==> config.mk <==
export PLATFORM = sky130hd
export DESIGN_NAME = pin_function_select
export DESIGN_NICKNAME = d
export VERILOG_FILES = /design/src/design/pin_select_pkg.sv /design/src/design/pin_function_select.sv
export VERILOG_INCLUDE_DIRS = /design/src /design/src/design
export SDC_FILE = /design/constraint.sdc
export NUM_CORES = 1
export LEC_CHECK = 0
export BUFFER_PORTS_ARGS = -buffer_cell sky130_fd_sc_hd__buf_2
export CORE_UTILIZATION = 35
export CTS_BUF_LIST = sky130_fd_sc_hd__clkbuf_8
export DETAILED_ROUTE_END_ITERATION = 12
export PLACE_DENSITY = 0.59
export SYNTH_ARGS = -nofsm -noshare
export SYNTH_HDL_FRONTEND = slang
export SYNTH_SLANG_ARGS = --single-unit
==> constraint.sdc <==
create_clock -name sys_clk -period 2.87 [get_ports sys_clk]
set_input_delay 0.1435 -clock sys_clk [delete_from_list [all_inputs] [get_ports sys_clk]]
set_output_delay 0.1435 -clock sys_clk [all_outputs]
set_load 0.01 [all_outputs]
==> src/design/pin_select_map.svh <==
`ifndef PIN_SELECT_MAP_SVH
`define PIN_SELECT_MAP_SVH

// Register offsets
`define REG_RSVD_A        8'h32
`define REG_MPP_CTRL      8'h33
`define REG_RSVD_B        8'h34
`define REG_DOUT_CTRL     8'h35
`define REG_DIN_CTRL      8'h36

// Reset values
`define RST_RSVD_A        8'h00
`define RST_MPP_CTRL      8'h00
`define RST_RSVD_B        8'h00
`define RST_DOUT_CTRL     8'h12
`define RST_DIN_CTRL      8'h02

// Multi-purpose pin function codes
`define MPP_FN_OFF        4'h0
`define MPP_FN_IN         4'h1
`define MPP_FN_GEN_IN     4'h2
`define MPP_FN_GPO        4'h3
`define MPP_FN_CLK_OUT    4'h4
`define MPP_FN_IRQ_A      4'h5
`define MPP_FN_IRQ_B      4'h6
`define MPP_FN_ADC_WCLK   4'h7
`define MPP_FN_SEC_BCLK   4'h8
`define MPP_FN_SEC_WCLK   4'h9
`define MPP_FN_MIC_CLK    4'hA
`define MPP_FN_SEC_DOUT   4'hB
`define MPP_FN_LAST       4'hB

// Data-output pin selector codes
`define DOUT_SEL_OFF      3'h0
`define DOUT_SEL_PRIMARY  3'h1
`define DOUT_SEL_GPO      3'h2
`define DOUT_SEL_CLK_OUT  3'h3
`define DOUT_SEL_IRQ_A    3'h4
`define DOUT_SEL_IRQ_B    3'h5
`define DOUT_SEL_SEC_BCLK 3'h6
`define DOUT_SEL_SEC_WCLK 3'h7

// Data-input pin selector codes
`define DIN_SEL_OFF       2'h0
`define DIN_SEL_ON        2'h1
`define DIN_SEL_GEN_IN    2'h2

// Interrupt pulse timing
`define SYS_CLK_HZ        20000000
`define INT_PULSE_US      2000
`define INT_PERIOD_US     4000
`define INT_PULSE_CYC     (`INT_PULSE_US * (`SYS_CLK_HZ / 1000000))
`define INT_PERIOD_CYC    (`INT_PERIOD_US * (`SYS_CLK_HZ / 1000000))

`endif

==> src/design/pin_select_pkg.sv <==
package pin_select_pkg;

	// Multi-purpose pin control register layout
	typedef struct packed {
		logic [1:0] rsvd;
		logic [3:0] func;
		logic       level;
		logic       gpo;
	} mpp_reg_type;

	// Data-output pin control register layout
	typedef struct packed {
		logic [2:0] rsvd;
		logic       keeper_off;
		logic [2:0] sel;
		logic       gpo;
	} dout_reg_type;

	// Data-input pin control register layout
	typedef struct packed {
		logic [4:0] rsvd;
		logic [1:0] sel;
		logic       level;
	} din_reg_type;

	// Interrupt pulse shaper states, Gray along idle-high-low
	typedef enum logic [1:0] {
		SHP_IDLE = 2'h0,
		SHP_HIGH = 2'h1,
		SHP_LOW  = 2'h3
	} shaper_state_type;

	typedef struct packed {
		shaper_state_type st;
		logic             rep;
		logic [16:0]      cnt;
	} shaper_type;

	// Output drive of one pin
	typedef struct packed {
		logic out;
		logic oe;
	} pin_drive_type;

	typedef struct packed {
		logic [7:0]      rsvd_a;
		logic [7:0]      rsvd_b;
		mpp_reg_type     mpp;
		dout_reg_type    dout;
		din_reg_type     din;
		logic [7:0]      rdata;
		shaper_type [1:0] shp;
		logic [1:0]      int_lvl;
		pin_drive_type   mpp_pin;
		pin_drive_type   dout_pin;
		logic            mpp_ibuf;
		logic            din_ibuf;
		logic            keeper_en;
		logic            mpp_route;
		logic            din_route;
	} state_type;

endpackage

==> src/design/pin_function_select.sv <==
`timescale 1ns/1ns
`include "pin_select_map.svh"
// What this block does
// - Code 0000 powers down both pin buffers
// - Code 0001 feeds pin level to internal sinks
// - Code 0010 makes pin a readable general input
// - Code 0011 drives register general output bit
// - Codes 0100-0110 route clock, interrupt one, two
// - Codes 0111-1001 drive ADC, secondary bit, word clocks
// - Code 1011 drives secondary data; 1100-1111 reserved
// - Bit 1 reads multi-purpose input buffer level
// - Bit 0 sets multi-purpose output level, reset 0
// - Data-output bit 4 disables keeper, reset off
// - Selector 000 off, 001 primary, 010 general
// - Selector 011-101 route clock and interrupts
// - Selector 110, 111 drive secondary clocks
// - Data-output bit 0 is general output level
// - Data-input selector: off, on, general input
// - Data-input bit 0 reads input buffer level
// - Interrupts: 2 ms pulse or 4 ms repeats
module pin_function_select #(
	parameter int INT_PULSE_CYC  = `INT_PULSE_CYC,
	parameter int INT_PERIOD_CYC = `INT_PERIOD_CYC
) (
	// Clock and reset
	input  logic                          sys_clk,
	input  logic                          rst_n,
	// Register port
	input  logic [7:0]                    reg_addr,
	input  logic [7:0]                    reg_wdata,
	input  logic                          reg_wr,
	input  logic                          reg_rd,
	output logic [7:0]                    reg_rdata,
	// Internal sources that may be routed out
	input  logic                          clock_output_signal,
	input  logic                          adc_word_clock,
	input  logic                          secondary_bit_clock,
	input  logic                          secondary_word_clock,
	input  logic                          secondary_data_out,
	input  logic                          mic_modulator_clock,
	input  logic                          primary_data_out,
	// Interrupt requests and shaped outputs
	input  logic [1:0]                    int_event,
	input  logic [1:0]                    int_repeat,
	input  logic                          int_flags_read,
	output logic                          first_interrupt_output,
	output logic                          second_interrupt_output,
	// Multi-purpose pin
	input  logic                          multi_purpose_pin_in,
	output pin_select_pkg::pin_drive_type multi_purpose_pin_drive,
	output logic                          multi_purpose_pin_ibuf_en,
	output logic                          multi_purpose_pin_route,
	// Data-output pin
	output pin_select_pkg::pin_drive_type data_out_pin_drive,
	output logic                          data_out_pin_keeper_en,
	// Data-input pin
	input  logic                          data_in_pin_in,
	output logic                          data_in_pin_ibuf_en,
	output logic                          data_in_pin_route
);
	import pin_select_pkg::*;

	localparam logic [16:0] PULSE_LAST  = 17'(INT_PULSE_CYC - 1);
	localparam logic [16:0] PERIOD_LAST = 17'(INT_PERIOD_CYC - 1);

	state_type  state_ff;
	state_type  nxt_state;
	shaper_type nxt_shp [2];

	// Interrupt pulse shapers, one per interrupt output
	genvar g;
	generate
		for (g = 0; g < 2; g++) begin : g_shaper
			always_comb begin
				nxt_shp[g] = state_ff.shp[g];
				case (state_ff.shp[g].st)
					SHP_IDLE: begin
						nxt_shp[g].cnt = 17'h0;
					end
					SHP_HIGH: begin
						nxt_shp[g].cnt = state_ff.shp[g].cnt + 17'h1;
						if (state_ff.shp[g].cnt == PULSE_LAST) begin
							nxt_shp[g].st = state_ff.shp[g].rep ? SHP_LOW : SHP_IDLE;
						end
					end
					SHP_LOW: begin
						nxt_shp[g].cnt = state_ff.shp[g].cnt + 17'h1;
						if (!state_ff.shp[g].rep) begin
							nxt_shp[g].st = SHP_IDLE;
						end else if (state_ff.shp[g].cnt == PERIOD_LAST) begin
							nxt_shp[g].st  = SHP_HIGH;
							nxt_shp[g].cnt = 17'h0;
						end
					end
					default: begin
						nxt_shp[g].st  = SHP_IDLE;
						nxt_shp[g].cnt = 17'h0;
					end
				endcase
				// Reading the flags stops repeats after the pulse under way
				if (int_flags_read) begin
					nxt_shp[g].rep = 1'b0;
				end
				// A new event wins over a flag read in the same cycle
				if (int_event[g]) begin
					nxt_shp[g].st  = SHP_HIGH;
					nxt_shp[g].cnt = 17'h0;
					nxt_shp[g].rep = int_repeat[g];
				end
			end
		end
	endgenerate

	// Register writes, reads, pin selection and routing
	always_comb begin
		nxt_state = state_ff;
		nxt_state.shp[0] = nxt_shp[0];
		nxt_state.shp[1] = nxt_shp[1];
		nxt_state.int_lvl[0] = (nxt_shp[0].st == SHP_HIGH);
		nxt_state.int_lvl[1] = (nxt_shp[1].st == SHP_HIGH);

		// Buffer levels only follow the pin while the buffer is powered
		nxt_state.mpp.level = state_ff.mpp_ibuf & multi_purpose_pin_in;
		nxt_state.din.level = state_ff.din_ibuf & data_in_pin_in;

		// Reserved fields simply hold what software writes
		if (reg_wr) begin
			case (reg_addr)
				`REG_RSVD_A: begin
					nxt_state.rsvd_a = reg_wdata;
				end
				`REG_MPP_CTRL: begin
					nxt_state.mpp.rsvd = reg_wdata[7:6];
					nxt_state.mpp.func = reg_wdata[5:2];
					nxt_state.mpp.gpo  = reg_wdata[0];
				end
				`REG_RSVD_B: begin
					nxt_state.rsvd_b = reg_wdata;
				end
				`REG_DOUT_CTRL: begin
					nxt_state.dout.rsvd       = reg_wdata[7:5];
					nxt_state.dout.keeper_off = reg_wdata[4];
					nxt_state.dout.sel        = reg_wdata[3:1];
					nxt_state.dout.gpo        = reg_wdata[0];
				end
				`REG_DIN_CTRL: begin
					nxt_state.din.rsvd = reg_wdata[7:3];
					nxt_state.din.sel  = reg_wdata[2:1];
				end
				default: begin
				end
			endcase
		end

		// Read data stands for exactly one cycle; unmapped reads give zero
		nxt_state.rdata = 8'h00;
		if (reg_rd) begin
			case (reg_addr)
				`REG_RSVD_A:    nxt_state.rdata = state_ff.rsvd_a;
				`REG_MPP_CTRL:  nxt_state.rdata = state_ff.mpp;
				`REG_RSVD_B:    nxt_state.rdata = state_ff.rsvd_b;
				`REG_DOUT_CTRL: nxt_state.rdata = state_ff.dout;
				`REG_DIN_CTRL:  nxt_state.rdata = state_ff.din;
				default:        nxt_state.rdata = 8'h00;
			endcase
		end

		// Multi-purpose pin; decoded from the new control value
		nxt_state.mpp_pin.out = 1'b0;
		nxt_state.mpp_pin.oe  = 1'b1;
		nxt_state.mpp_ibuf    = 1'b1;
		nxt_state.mpp_route   = 1'b0;
		case (nxt_state.mpp.func)
			`MPP_FN_OFF: begin
				nxt_state.mpp_pin.oe = 1'b0;
				nxt_state.mpp_ibuf   = 1'b0;
			end
			`MPP_FN_IN: begin
				nxt_state.mpp_pin.oe = 1'b0;
				nxt_state.mpp_route  = multi_purpose_pin_in;
			end
			`MPP_FN_GEN_IN: begin
				nxt_state.mpp_pin.oe = 1'b0;
			end
			`MPP_FN_GPO:      nxt_state.mpp_pin.out = nxt_state.mpp.gpo;
			`MPP_FN_CLK_OUT:  nxt_state.mpp_pin.out = clock_output_signal;
			`MPP_FN_IRQ_A:    nxt_state.mpp_pin.out = nxt_state.int_lvl[0];
			`MPP_FN_IRQ_B:    nxt_state.mpp_pin.out = nxt_state.int_lvl[1];
			`MPP_FN_ADC_WCLK: nxt_state.mpp_pin.out = adc_word_clock;
			`MPP_FN_SEC_BCLK: nxt_state.mpp_pin.out = secondary_bit_clock;
			`MPP_FN_SEC_WCLK: nxt_state.mpp_pin.out = secondary_word_clock;
			`MPP_FN_MIC_CLK:  nxt_state.mpp_pin.out = mic_modulator_clock;
			`MPP_FN_SEC_DOUT: nxt_state.mpp_pin.out = secondary_data_out;
			default: begin
				// Reserved codes: nothing driven, nothing sensed
				nxt_state.mpp_pin.oe = 1'b0;
				nxt_state.mpp_ibuf   = 1'b0;
			end
		endcase

		// Data-output pin
		nxt_state.keeper_en    = ~nxt_state.dout.keeper_off;
		nxt_state.dout_pin.oe  = 1'b1;
		nxt_state.dout_pin.out = 1'b0;
		case (nxt_state.dout.sel)
			`DOUT_SEL_OFF:      nxt_state.dout_pin.oe  = 1'b0;
			`DOUT_SEL_PRIMARY:  nxt_state.dout_pin.out = primary_data_out;
			`DOUT_SEL_GPO:      nxt_state.dout_pin.out = nxt_state.dout.gpo;
			`DOUT_SEL_CLK_OUT:  nxt_state.dout_pin.out = clock_output_signal;
			`DOUT_SEL_IRQ_A:    nxt_state.dout_pin.out = nxt_state.int_lvl[0];
			`DOUT_SEL_IRQ_B:    nxt_state.dout_pin.out = nxt_state.int_lvl[1];
			`DOUT_SEL_SEC_BCLK: nxt_state.dout_pin.out = secondary_bit_clock;
			`DOUT_SEL_SEC_WCLK: nxt_state.dout_pin.out = secondary_word_clock;
			default:            nxt_state.dout_pin.oe  = 1'b0;
		endcase

		// Data-input pin; general input mode is readback only
		nxt_state.din_ibuf  = 1'b0;
		nxt_state.din_route = 1'b0;
		case (nxt_state.din.sel)
			`DIN_SEL_OFF: nxt_state.din_ibuf = 1'b0;
			`DIN_SEL_ON: begin
				nxt_state.din_ibuf  = 1'b1;
				nxt_state.din_route = data_in_pin_in;
			end
			`DIN_SEL_GEN_IN: nxt_state.din_ibuf = 1'b1;
			default:      nxt_state.din_ibuf = 1'b0;
		endcase
	end

	// State register with synchronous reset
	always_ff @(posedge sys_clk) begin
		if (!rst_n) begin
			state_ff           <= '0;
			state_ff.rsvd_a    <= `RST_RSVD_A;
			state_ff.rsvd_b    <= `RST_RSVD_B;
			state_ff.mpp       <= `RST_MPP_CTRL;
			state_ff.dout      <= `RST_DOUT_CTRL;
			state_ff.din       <= `RST_DIN_CTRL;
			state_ff.keeper_en <= 1'b0;
			state_ff.dout_pin  <= '0;
		end else begin
			state_ff <= nxt_state;
		end
	end

	// Outputs come straight from the state register
	assign reg_rdata                 = state_ff.rdata;
	assign first_interrupt_output    = state_ff.int_lvl[0];
	assign second_interrupt_output   = state_ff.int_lvl[1];
	assign multi_purpose_pin_drive   = state_ff.mpp_pin;
	assign multi_purpose_pin_ibuf_en = state_ff.mpp_ibuf;
	assign multi_purpose_pin_route   = state_ff.mpp_route;
	assign data_out_pin_drive        = state_ff.dout_pin;
	assign data_out_pin_keeper_en    = state_ff.keeper_en;
	assign data_in_pin_ibuf_en       = state_ff.din_ibuf;
	assign data_in_pin_route         = state_ff.din_route;

	// Checks on pin selection
	chk_mpp_off_buffers: assert property (@(posedge sys_clk) disable iff (!rst_n)
		state_ff.mpp.func == `MPP_FN_OFF |-> !multi_purpose_pin_drive.oe && !multi_purpose_pin_ibuf_en)
		else $error("multi-purpose pin buffers not off");
	chk_mpp_gpo_level: assert property (@(posedge sys_clk) disable iff (!rst_n)
		state_ff.mpp.func == `MPP_FN_GPO |->
			multi_purpose_pin_drive.oe && multi_purpose_pin_drive.out == state_ff.mpp.gpo)
		else $error("multi-purpose pin not at general output level");
	chk_mpp_int_route: assert property (@(posedge sys_clk) disable iff (!rst_n)
		state_ff.mpp.func == `MPP_FN_IRQ_B |->
			multi_purpose_pin_drive.out == second_interrupt_output)
		else $error("second interrupt not on multi-purpose pin");
	chk_mpp_mic_clock: assert property (@(posedge sys_clk) disable iff (!rst_n)
		state_ff.mpp.func == `MPP_FN_MIC_CLK |->
			multi_purpose_pin_drive.oe && multi_purpose_pin_drive.out == $past(mic_modulator_clock))
		else $error("mic clock not on multi-purpose pin");
	chk_mpp_reserved_quiet: assert property (@(posedge sys_clk) disable iff (!rst_n)
		state_ff.mpp.func > `MPP_FN_LAST |->
			!multi_purpose_pin_drive.oe && !multi_purpose_pin_ibuf_en && !multi_purpose_pin_route)
		else $error("reserved code drives or routes the pin");
	chk_dout_keeper_bit: assert property (@(posedge sys_clk) disable iff (!rst_n)
		data_out_pin_keeper_en == !state_ff.dout.keeper_off)
		else $error("keeper enable disagrees with control bit");
	// Pin drive still shows its cleared image on the first edge after reset
	chk_dout_primary_data: assert property (@(posedge sys_clk) disable iff (!rst_n)
		state_ff.dout.sel == `DOUT_SEL_PRIMARY && $past(rst_n) |->
			data_out_pin_drive.oe && data_out_pin_drive.out == $past(primary_data_out))
		else $error("primary data not on data-output pin");
	chk_din_powered_down: assert property (@(posedge sys_clk) disable iff (!rst_n)
		state_ff.din.sel == `DIN_SEL_OFF |->
			(!data_in_pin_route && !data_in_pin_ibuf_en) ##1 !state_ff.din.level)
		else $error("disabled data-input pin still senses");
	chk_din_read_level: assert property (@(posedge sys_clk) disable iff (!rst_n)
		reg_rd && reg_addr == `REG_DIN_CTRL |=> reg_rdata[0] == $past(state_ff.din.level))
		else $error("data-input level readback wrong");

	// Checks on interrupt pulse shaping
	chk_int_pulse_width: assert property (@(posedge sys_clk) disable iff (!rst_n)
		first_interrupt_output |-> state_ff.shp[0].cnt <= PULSE_LAST)
		else $error("first interrupt pulse too long");
	chk_int_event_start: assert property (@(posedge sys_clk) disable iff (!rst_n)
		int_event[1] |=> second_interrupt_output ##1 second_interrupt_output)
		else $error("second interrupt pulse did not start");

endmodule

---- Word level (Yosys, flattened, before mapping) ----
Cells that the tools add are included.
cells by class
  equal/unequal tests ..................... 35
  bitwise gates (word level) .............. 4
  reductions and logical operators ........ 18
  add/sub/neg operators ................... 2
  muxes and demuxes ....................... 32
operators with widths
  kind                                                    count
  2-to-1 mux 17 bit                                       4
  one-hot mux 17 bit (2 select lines)                     2
  equality test 8 x 6 -> 1 bit (second input constant)    5
  2-to-1 mux 20 bit                                       2
  one-hot mux 8 bit (5 select lines)                      1
  adder 17 x 1 -> 17 bit (second input constant)          2
  equality test 17 x 16 -> 1 bit (second input constant)  2
  equality test 17 bit (second input constant)            2
  equality test 4 x 3 -> 1 bit (second input constant)    4
  equality test 4 bit (second input constant)             4
  2-to-1 mux 16 bit                                       1
  2-to-1 mux 2 bit                                        8
  AND reduction 2 bit                                     8
  equality test 3 bit (second input constant)             4
  one-hot mux 2 bit (3 select lines)                      2
  OR reduction 11 bit                                     1
  equality test 2 x 1 -> 1 bit (second input constant)    5
  one-hot mux 1 bit (9 select lines)                      1
  OR reduction 9 bit                                      1
  equality test 4 x 2 -> 1 bit (second input constant)    2
  2-to-1 mux 4 bit                                        2
  2-to-1 mux 8 bit                                        1
  2-to-1 mux 7 bit                                        1
  one-hot mux 1 bit (7 select lines)                      1
  11 further kinds                                        25
storage, ports and cells
  logic and storage cells ................. 121
  input port bits ......................... 34
  bits in registers ....................... 99

---- Depth between registers and ports, before layout ----
  depth after elaboration ................. 7
  mapped depth ............................ 9
  mapped depth without buffers ............ 7

---- Worst setup path after synthesis ----
OpenSTA, ideal clock, no wires.
  path type ............................... input -> register
  start ................................... in reg_addr[7]
  end ..................................... reg state_ff (netlist bit multi_purpose_pin_drive[1])
  setup slack ............................. 0.779 ns
  stages on the path ...................... 8
  setup time .............................. 0.127 ns
  data required time ...................... 2.743 ns
  data arrival time ....................... 1.964 ns
  path through ............................ or2_0 -> buf_2 -> or4_4 -> buf_6 -> mux2i_1 -> mux2_2 -> a22oi_1 -> a31oi_1
between the ends
  word-level cells in the longest chain between the ends .. 5
ends and longest elaborated chain
  item                                         line                        source
  start: declaration                           pin_function_select.sv:29   input logic [7:0] reg_addr,
  equality test 8 x 6 -> 1 bit (*)             pin_function_select.sv:128  case (reg_addr)
  2-to-1 mux 4 bit                             pin_function_select.sv:128
  2-to-1 mux 4 bit                             pin_function_select.sv:127  if (reg_wr) begin
  equality test 4 bit (tied with other cells)  pin_function_select.sv:173  case (nxt_state.mpp.func)
  one-hot mux 1 bit (9 select lines) (*)       pin_function_select.sv:173
  end signal: assignment                       pin_function_select.sv:243  state_ff <= nxt_state;
  end: declaration                             pin_function_select.sv:66   state_type state_ff;
Every way passes the cells marked *; elsewhere a longest branch is shown, timed or not.
A chain may end at the register's enable or synchronous reset.

---- Worst setup path in the final report ----
  start ................................... reg state_ff[31] (netlist name)
  end ..................................... reg state_ff[41] (netlist name)
between the ends
  word-level cells in the longest chain between the ends .. 4
ends and longest elaborated chain
  item                                                            line                                                                             source
  adder 17 x 1 -> 17 bit or equality test 17 bit (tied branches)  pin_function_select.sv:81, pin_function_select.sv:87, pin_function_select.sv:90
  2-to-1 mux 17 bit                                               pin_function_select.sv:90                                                        end else if (state_ff.shp[g].cnt == PERIOD_LAST) begin
  2-to-1 mux 17 bit                                               pin_function_select.sv:88                                                        if (!state_ff.shp[g].rep) begin
  one-hot mux 17 bit (2 select lines) (*)                         pin_function_select.sv:76                                                        case (state_ff.shp[g].st)
Marked as above.

==> results.py <==
metrics = {
    "pwr": {
        "clockPowerShare_pct": 43.1,
        "netSwitchingFraction_pct": 21.6,
        "power_leakage_uw": 0.00215,
        "powerDensity_nw_per_um2": 516,
        "peakVddDrop_mv": 0.259,
        "sequentialPowerShare_pct": 52.0,
        "power.switching_uw": 577,
        "p_comb_share_pct": 4.9,
        "intPower_uw": 2100,
    },
    "worst_setup_path": {
        "critPathKind": "reg -> reg",
        "arrival_ns": 2.32,
        "cp_max_fo": 17,
        "r2r_cells": 6,
        "start_kind": "flop",
        "critPathCaptureType": "flop",
        "cp.required_ns": 3.11,
    },
    "cts": {
        "cts_buffer_depth": 2,
        "cts_tree": "built",
        "post_cts_buffers": 0,
        "cts_made_buffers": 9,
        "insertion_delay_ns": 0.38,
        "clkTransAtPathRegs_ns": 0.09,
        "cts-htree-levels": 3,
        "cts.sink_count": 99,
        "holdBufCountCts": 4,
        "cts_resized": 0,
        "cts_root_buffer": "clkbuf_8",
    },
    "placed_design": {
        "routabilityCongestion": 0.817,
        "port_buffers": 52,
        "hpwlAfterDp_microns": 7220,
        "dp_cells": 715,
    },
    "timing": {
        "fin_skew_ns": 0.0116,
        "finalSetupTns_ns": 0,
        "fin_crit_sh_pct": 72.3,
        "hold_viol": 0,
        "rsz0062_at_grt": "false",
        "tightest_slew_ns": 0.953,
        "holdWs_ns": 0.0675,
        "setup_viol": 0,
        "fmax_mhz": 482,
        "maxSlewHeadroom_pct": 36.4,
        "finalCriticalPeriod_ns": 2.08,
        "slew_viol_final": 0,
    },
    "global_route": {
        "overflow": 0,
        "grt_pass1_wl_microns": 16900,
        "grt_use_total_pct": 16.5,
        "antenna_found_initial": 0,
        "grt_max_degree": 27,
        "grt_pass1_vias": 3465,
    },
    "synth": {
        "synthArstFlopShare_pct": 0,
        "ys_seq_elements": 99,
        "syn_area_sq_um": 4550,
        "ys_top_cells_by_area": "dfxtp_1 (44%), nor2_1 (7.3%), mux2i_1 (7.3%), xor2_1 (3.9%), a21oi_1 (3.7%)",
        "netlist-cell-type-count": 51,
        "synth_commonest_cells": "dfxtp_1 (99), nor2_1 (89), nand2_1 (35)",
        "synth-edff-count": 0,
        "synth.top_cell.area_share_pct": 43.6,
        "ys_seq_area_share_pct": 43.6,
        "synth_largest_area_cell": "dfxtp_1",
        "synth.most_common_cell": "dfxtp_1",
        "synth_nets": 558,
        "synth_cells": 521,
        "synth_ff_type": "dfxtp_1",
        "syn_area_per_cell_sq_um": 8.73,
        "yosys_warnings": 0,
    },
    "floorplan": {
        "fp.dieW_microns": 116,
        "dieArea_sq_um": 13500,
        "num_rows": 41,
        "initial_core_util_pct": 35.9,
        "core_sq_um": 12700,
        "num_io_pins": 53,
        "die_h_microns": 116,
    },
    "route": {
        "drc_errors": 0,
        "ant_nets": 0,
        "viasPerCell": 4.95,
        "first_iter_violations": 197,
        "wl_microns": 10200,
        "first_pass_iters": 4,
        "vias": 3636,
        "wl_per_cell_microns": 13.8,
    },
    "finish": {
        "stdcell_count": 735,
        "layout-drive-gt1-share_pct": 17.8,
        "area.growth.synth_to_final_pct": 14.0,
        "antennaDiodeCount": 0,
        "nNetsFinal": 595,
    },
    "hold_path": {
        "min_path_cells": 3,
        "hold_path.class": "in -> reg",
    },
    "outcome": {
        "outcome": "complete, no violations",
    },
    "run": {
        "maxCapViolCount": 0,
    },
}
cell usage in the layout, fill, tap and decap left out, types with 2 or more instances in the layout:
cell type	count
a211oi_1	5
a21oi_1	34
a22oi_1	8
a31oi_1	4
and2_1	2
and3_1	12
and4_1	4
buf_2	52
buf_4	9
bufinv_16	4
clkbuf_8	9
clkinvlp_4	2
dfxtp_1	99
dlygate4sd3_1	4
ha_1	3
inv_1	13
mux2_2	13
mux2i_1	33
nand2_1	35
nand2b_1	6
nand3_1	26
nand3b_1	4
nand4_1	6
nand4b_1	5
nor2_1	89
nor2b_1	5
nor3_1	8
nor3b_1	2
nor4_1	3
nor4b_2	2
o21ai_0	6
o31a_1	2
or2_2	5
or4_1	2
xnor2_1	10
xor2_1	20
power groups by stage:
| stage | Sequential [uW] | Clock (uW) | Combinational (uW) |
|---|---|---|---|
| after global routing | 1390 | 1250 | 145 |
| after floorplan | 1420 | 0 | 65.2 |
| after CTS | 1390 | 1180 | 132 |
| after detailed placement | 1420 | 0 | 127 |
| final | 1390 | 1150 | 131 |
| after global placement | 1420 | 0 | 126 |
state kept, by name, indices dropped and copies added (netlist names):
signal                     flops
state_ff                      80
reg_rdata                      8
data_out_pin_drive             2
multi_purpose_pin_drive        2
data_in_pin_ibuf_en            1
data_in_pin_route              1
data_out_pin_keeper_en         1
first_interrupt_output         1
multi_purpose_pin_ibuf_en      1
multi_purpose_pin_route        1
second_interrupt_output        1
per-layer routing:
layer | wire, microns | global-route usage [%]
met1 | 4680 | 20.7
met2 | 4760 | 26.8
met3 | 559 | 4.39
met4 | 158 | 6.84
met5 | 0 | 0
area by class of cell:
cell class	instances	area, sq um
fillers	1292	7480
multi-input cells	370	2310
flip-flops and latches	99	1980
repair buffers	65	368
well taps	172	215
clock inverters	7	140
clock buffers	9	124
inverters	13	48.8
worst max-delay path: stages, from the launching register on:
cell and delay (ns):
dfxtp_1 0.37, ha_1 0.21, nand2_1 0.09, nor3_1 0.51
nand3_1 0.14, nand4_1 0.51, nor2_1 0.11
per-stage QoR:
stage                     setup slack (ns)  power (uW)  util, %  area [sq um]
after floorplan                      0.779        1490        -          4550
after global placement               0.512        1550     38.5          4880
after detailed placement             0.440        1550     38.5          4880
after CTS                            0.746        2700     40.9          5190
after global routing                 0.547        2790     40.9          5190
final                                0.794        2670     40.9          5190
path summary, 6_finish.rpt:
| path | start | end | slack, ns |
|---|---|---|---|
| setup / recovery | state_ff[31] | state_ff[41] | 0.79 |
| hold / removal | reg_wdata[6] | state_ff[73] | 0.07 |
| setup reg to reg | state_ff[31] | state_ff[41] | 0.79 |
| hold reg to reg | state_ff[74] | state_ff[74] | 0.47 |
kinds of logic (layout without fill, tap and decap cells):
logic type	count (synthesis)	after routing	share of synthesized area (%)
AND/OR/NAND/NOR	223	223	24.3
multiplexers	47	47	10.8
buffers and inverters	52	94	5.80
adder cells (fa/ha/maj)	3	3	0.825
flip-flops	99	99	43.6
XOR/XNOR	30	30	5.78
AO/OA/AOI/OAI	67	67	8.94
Note: power is estimated with default switching activity, not from simulation.
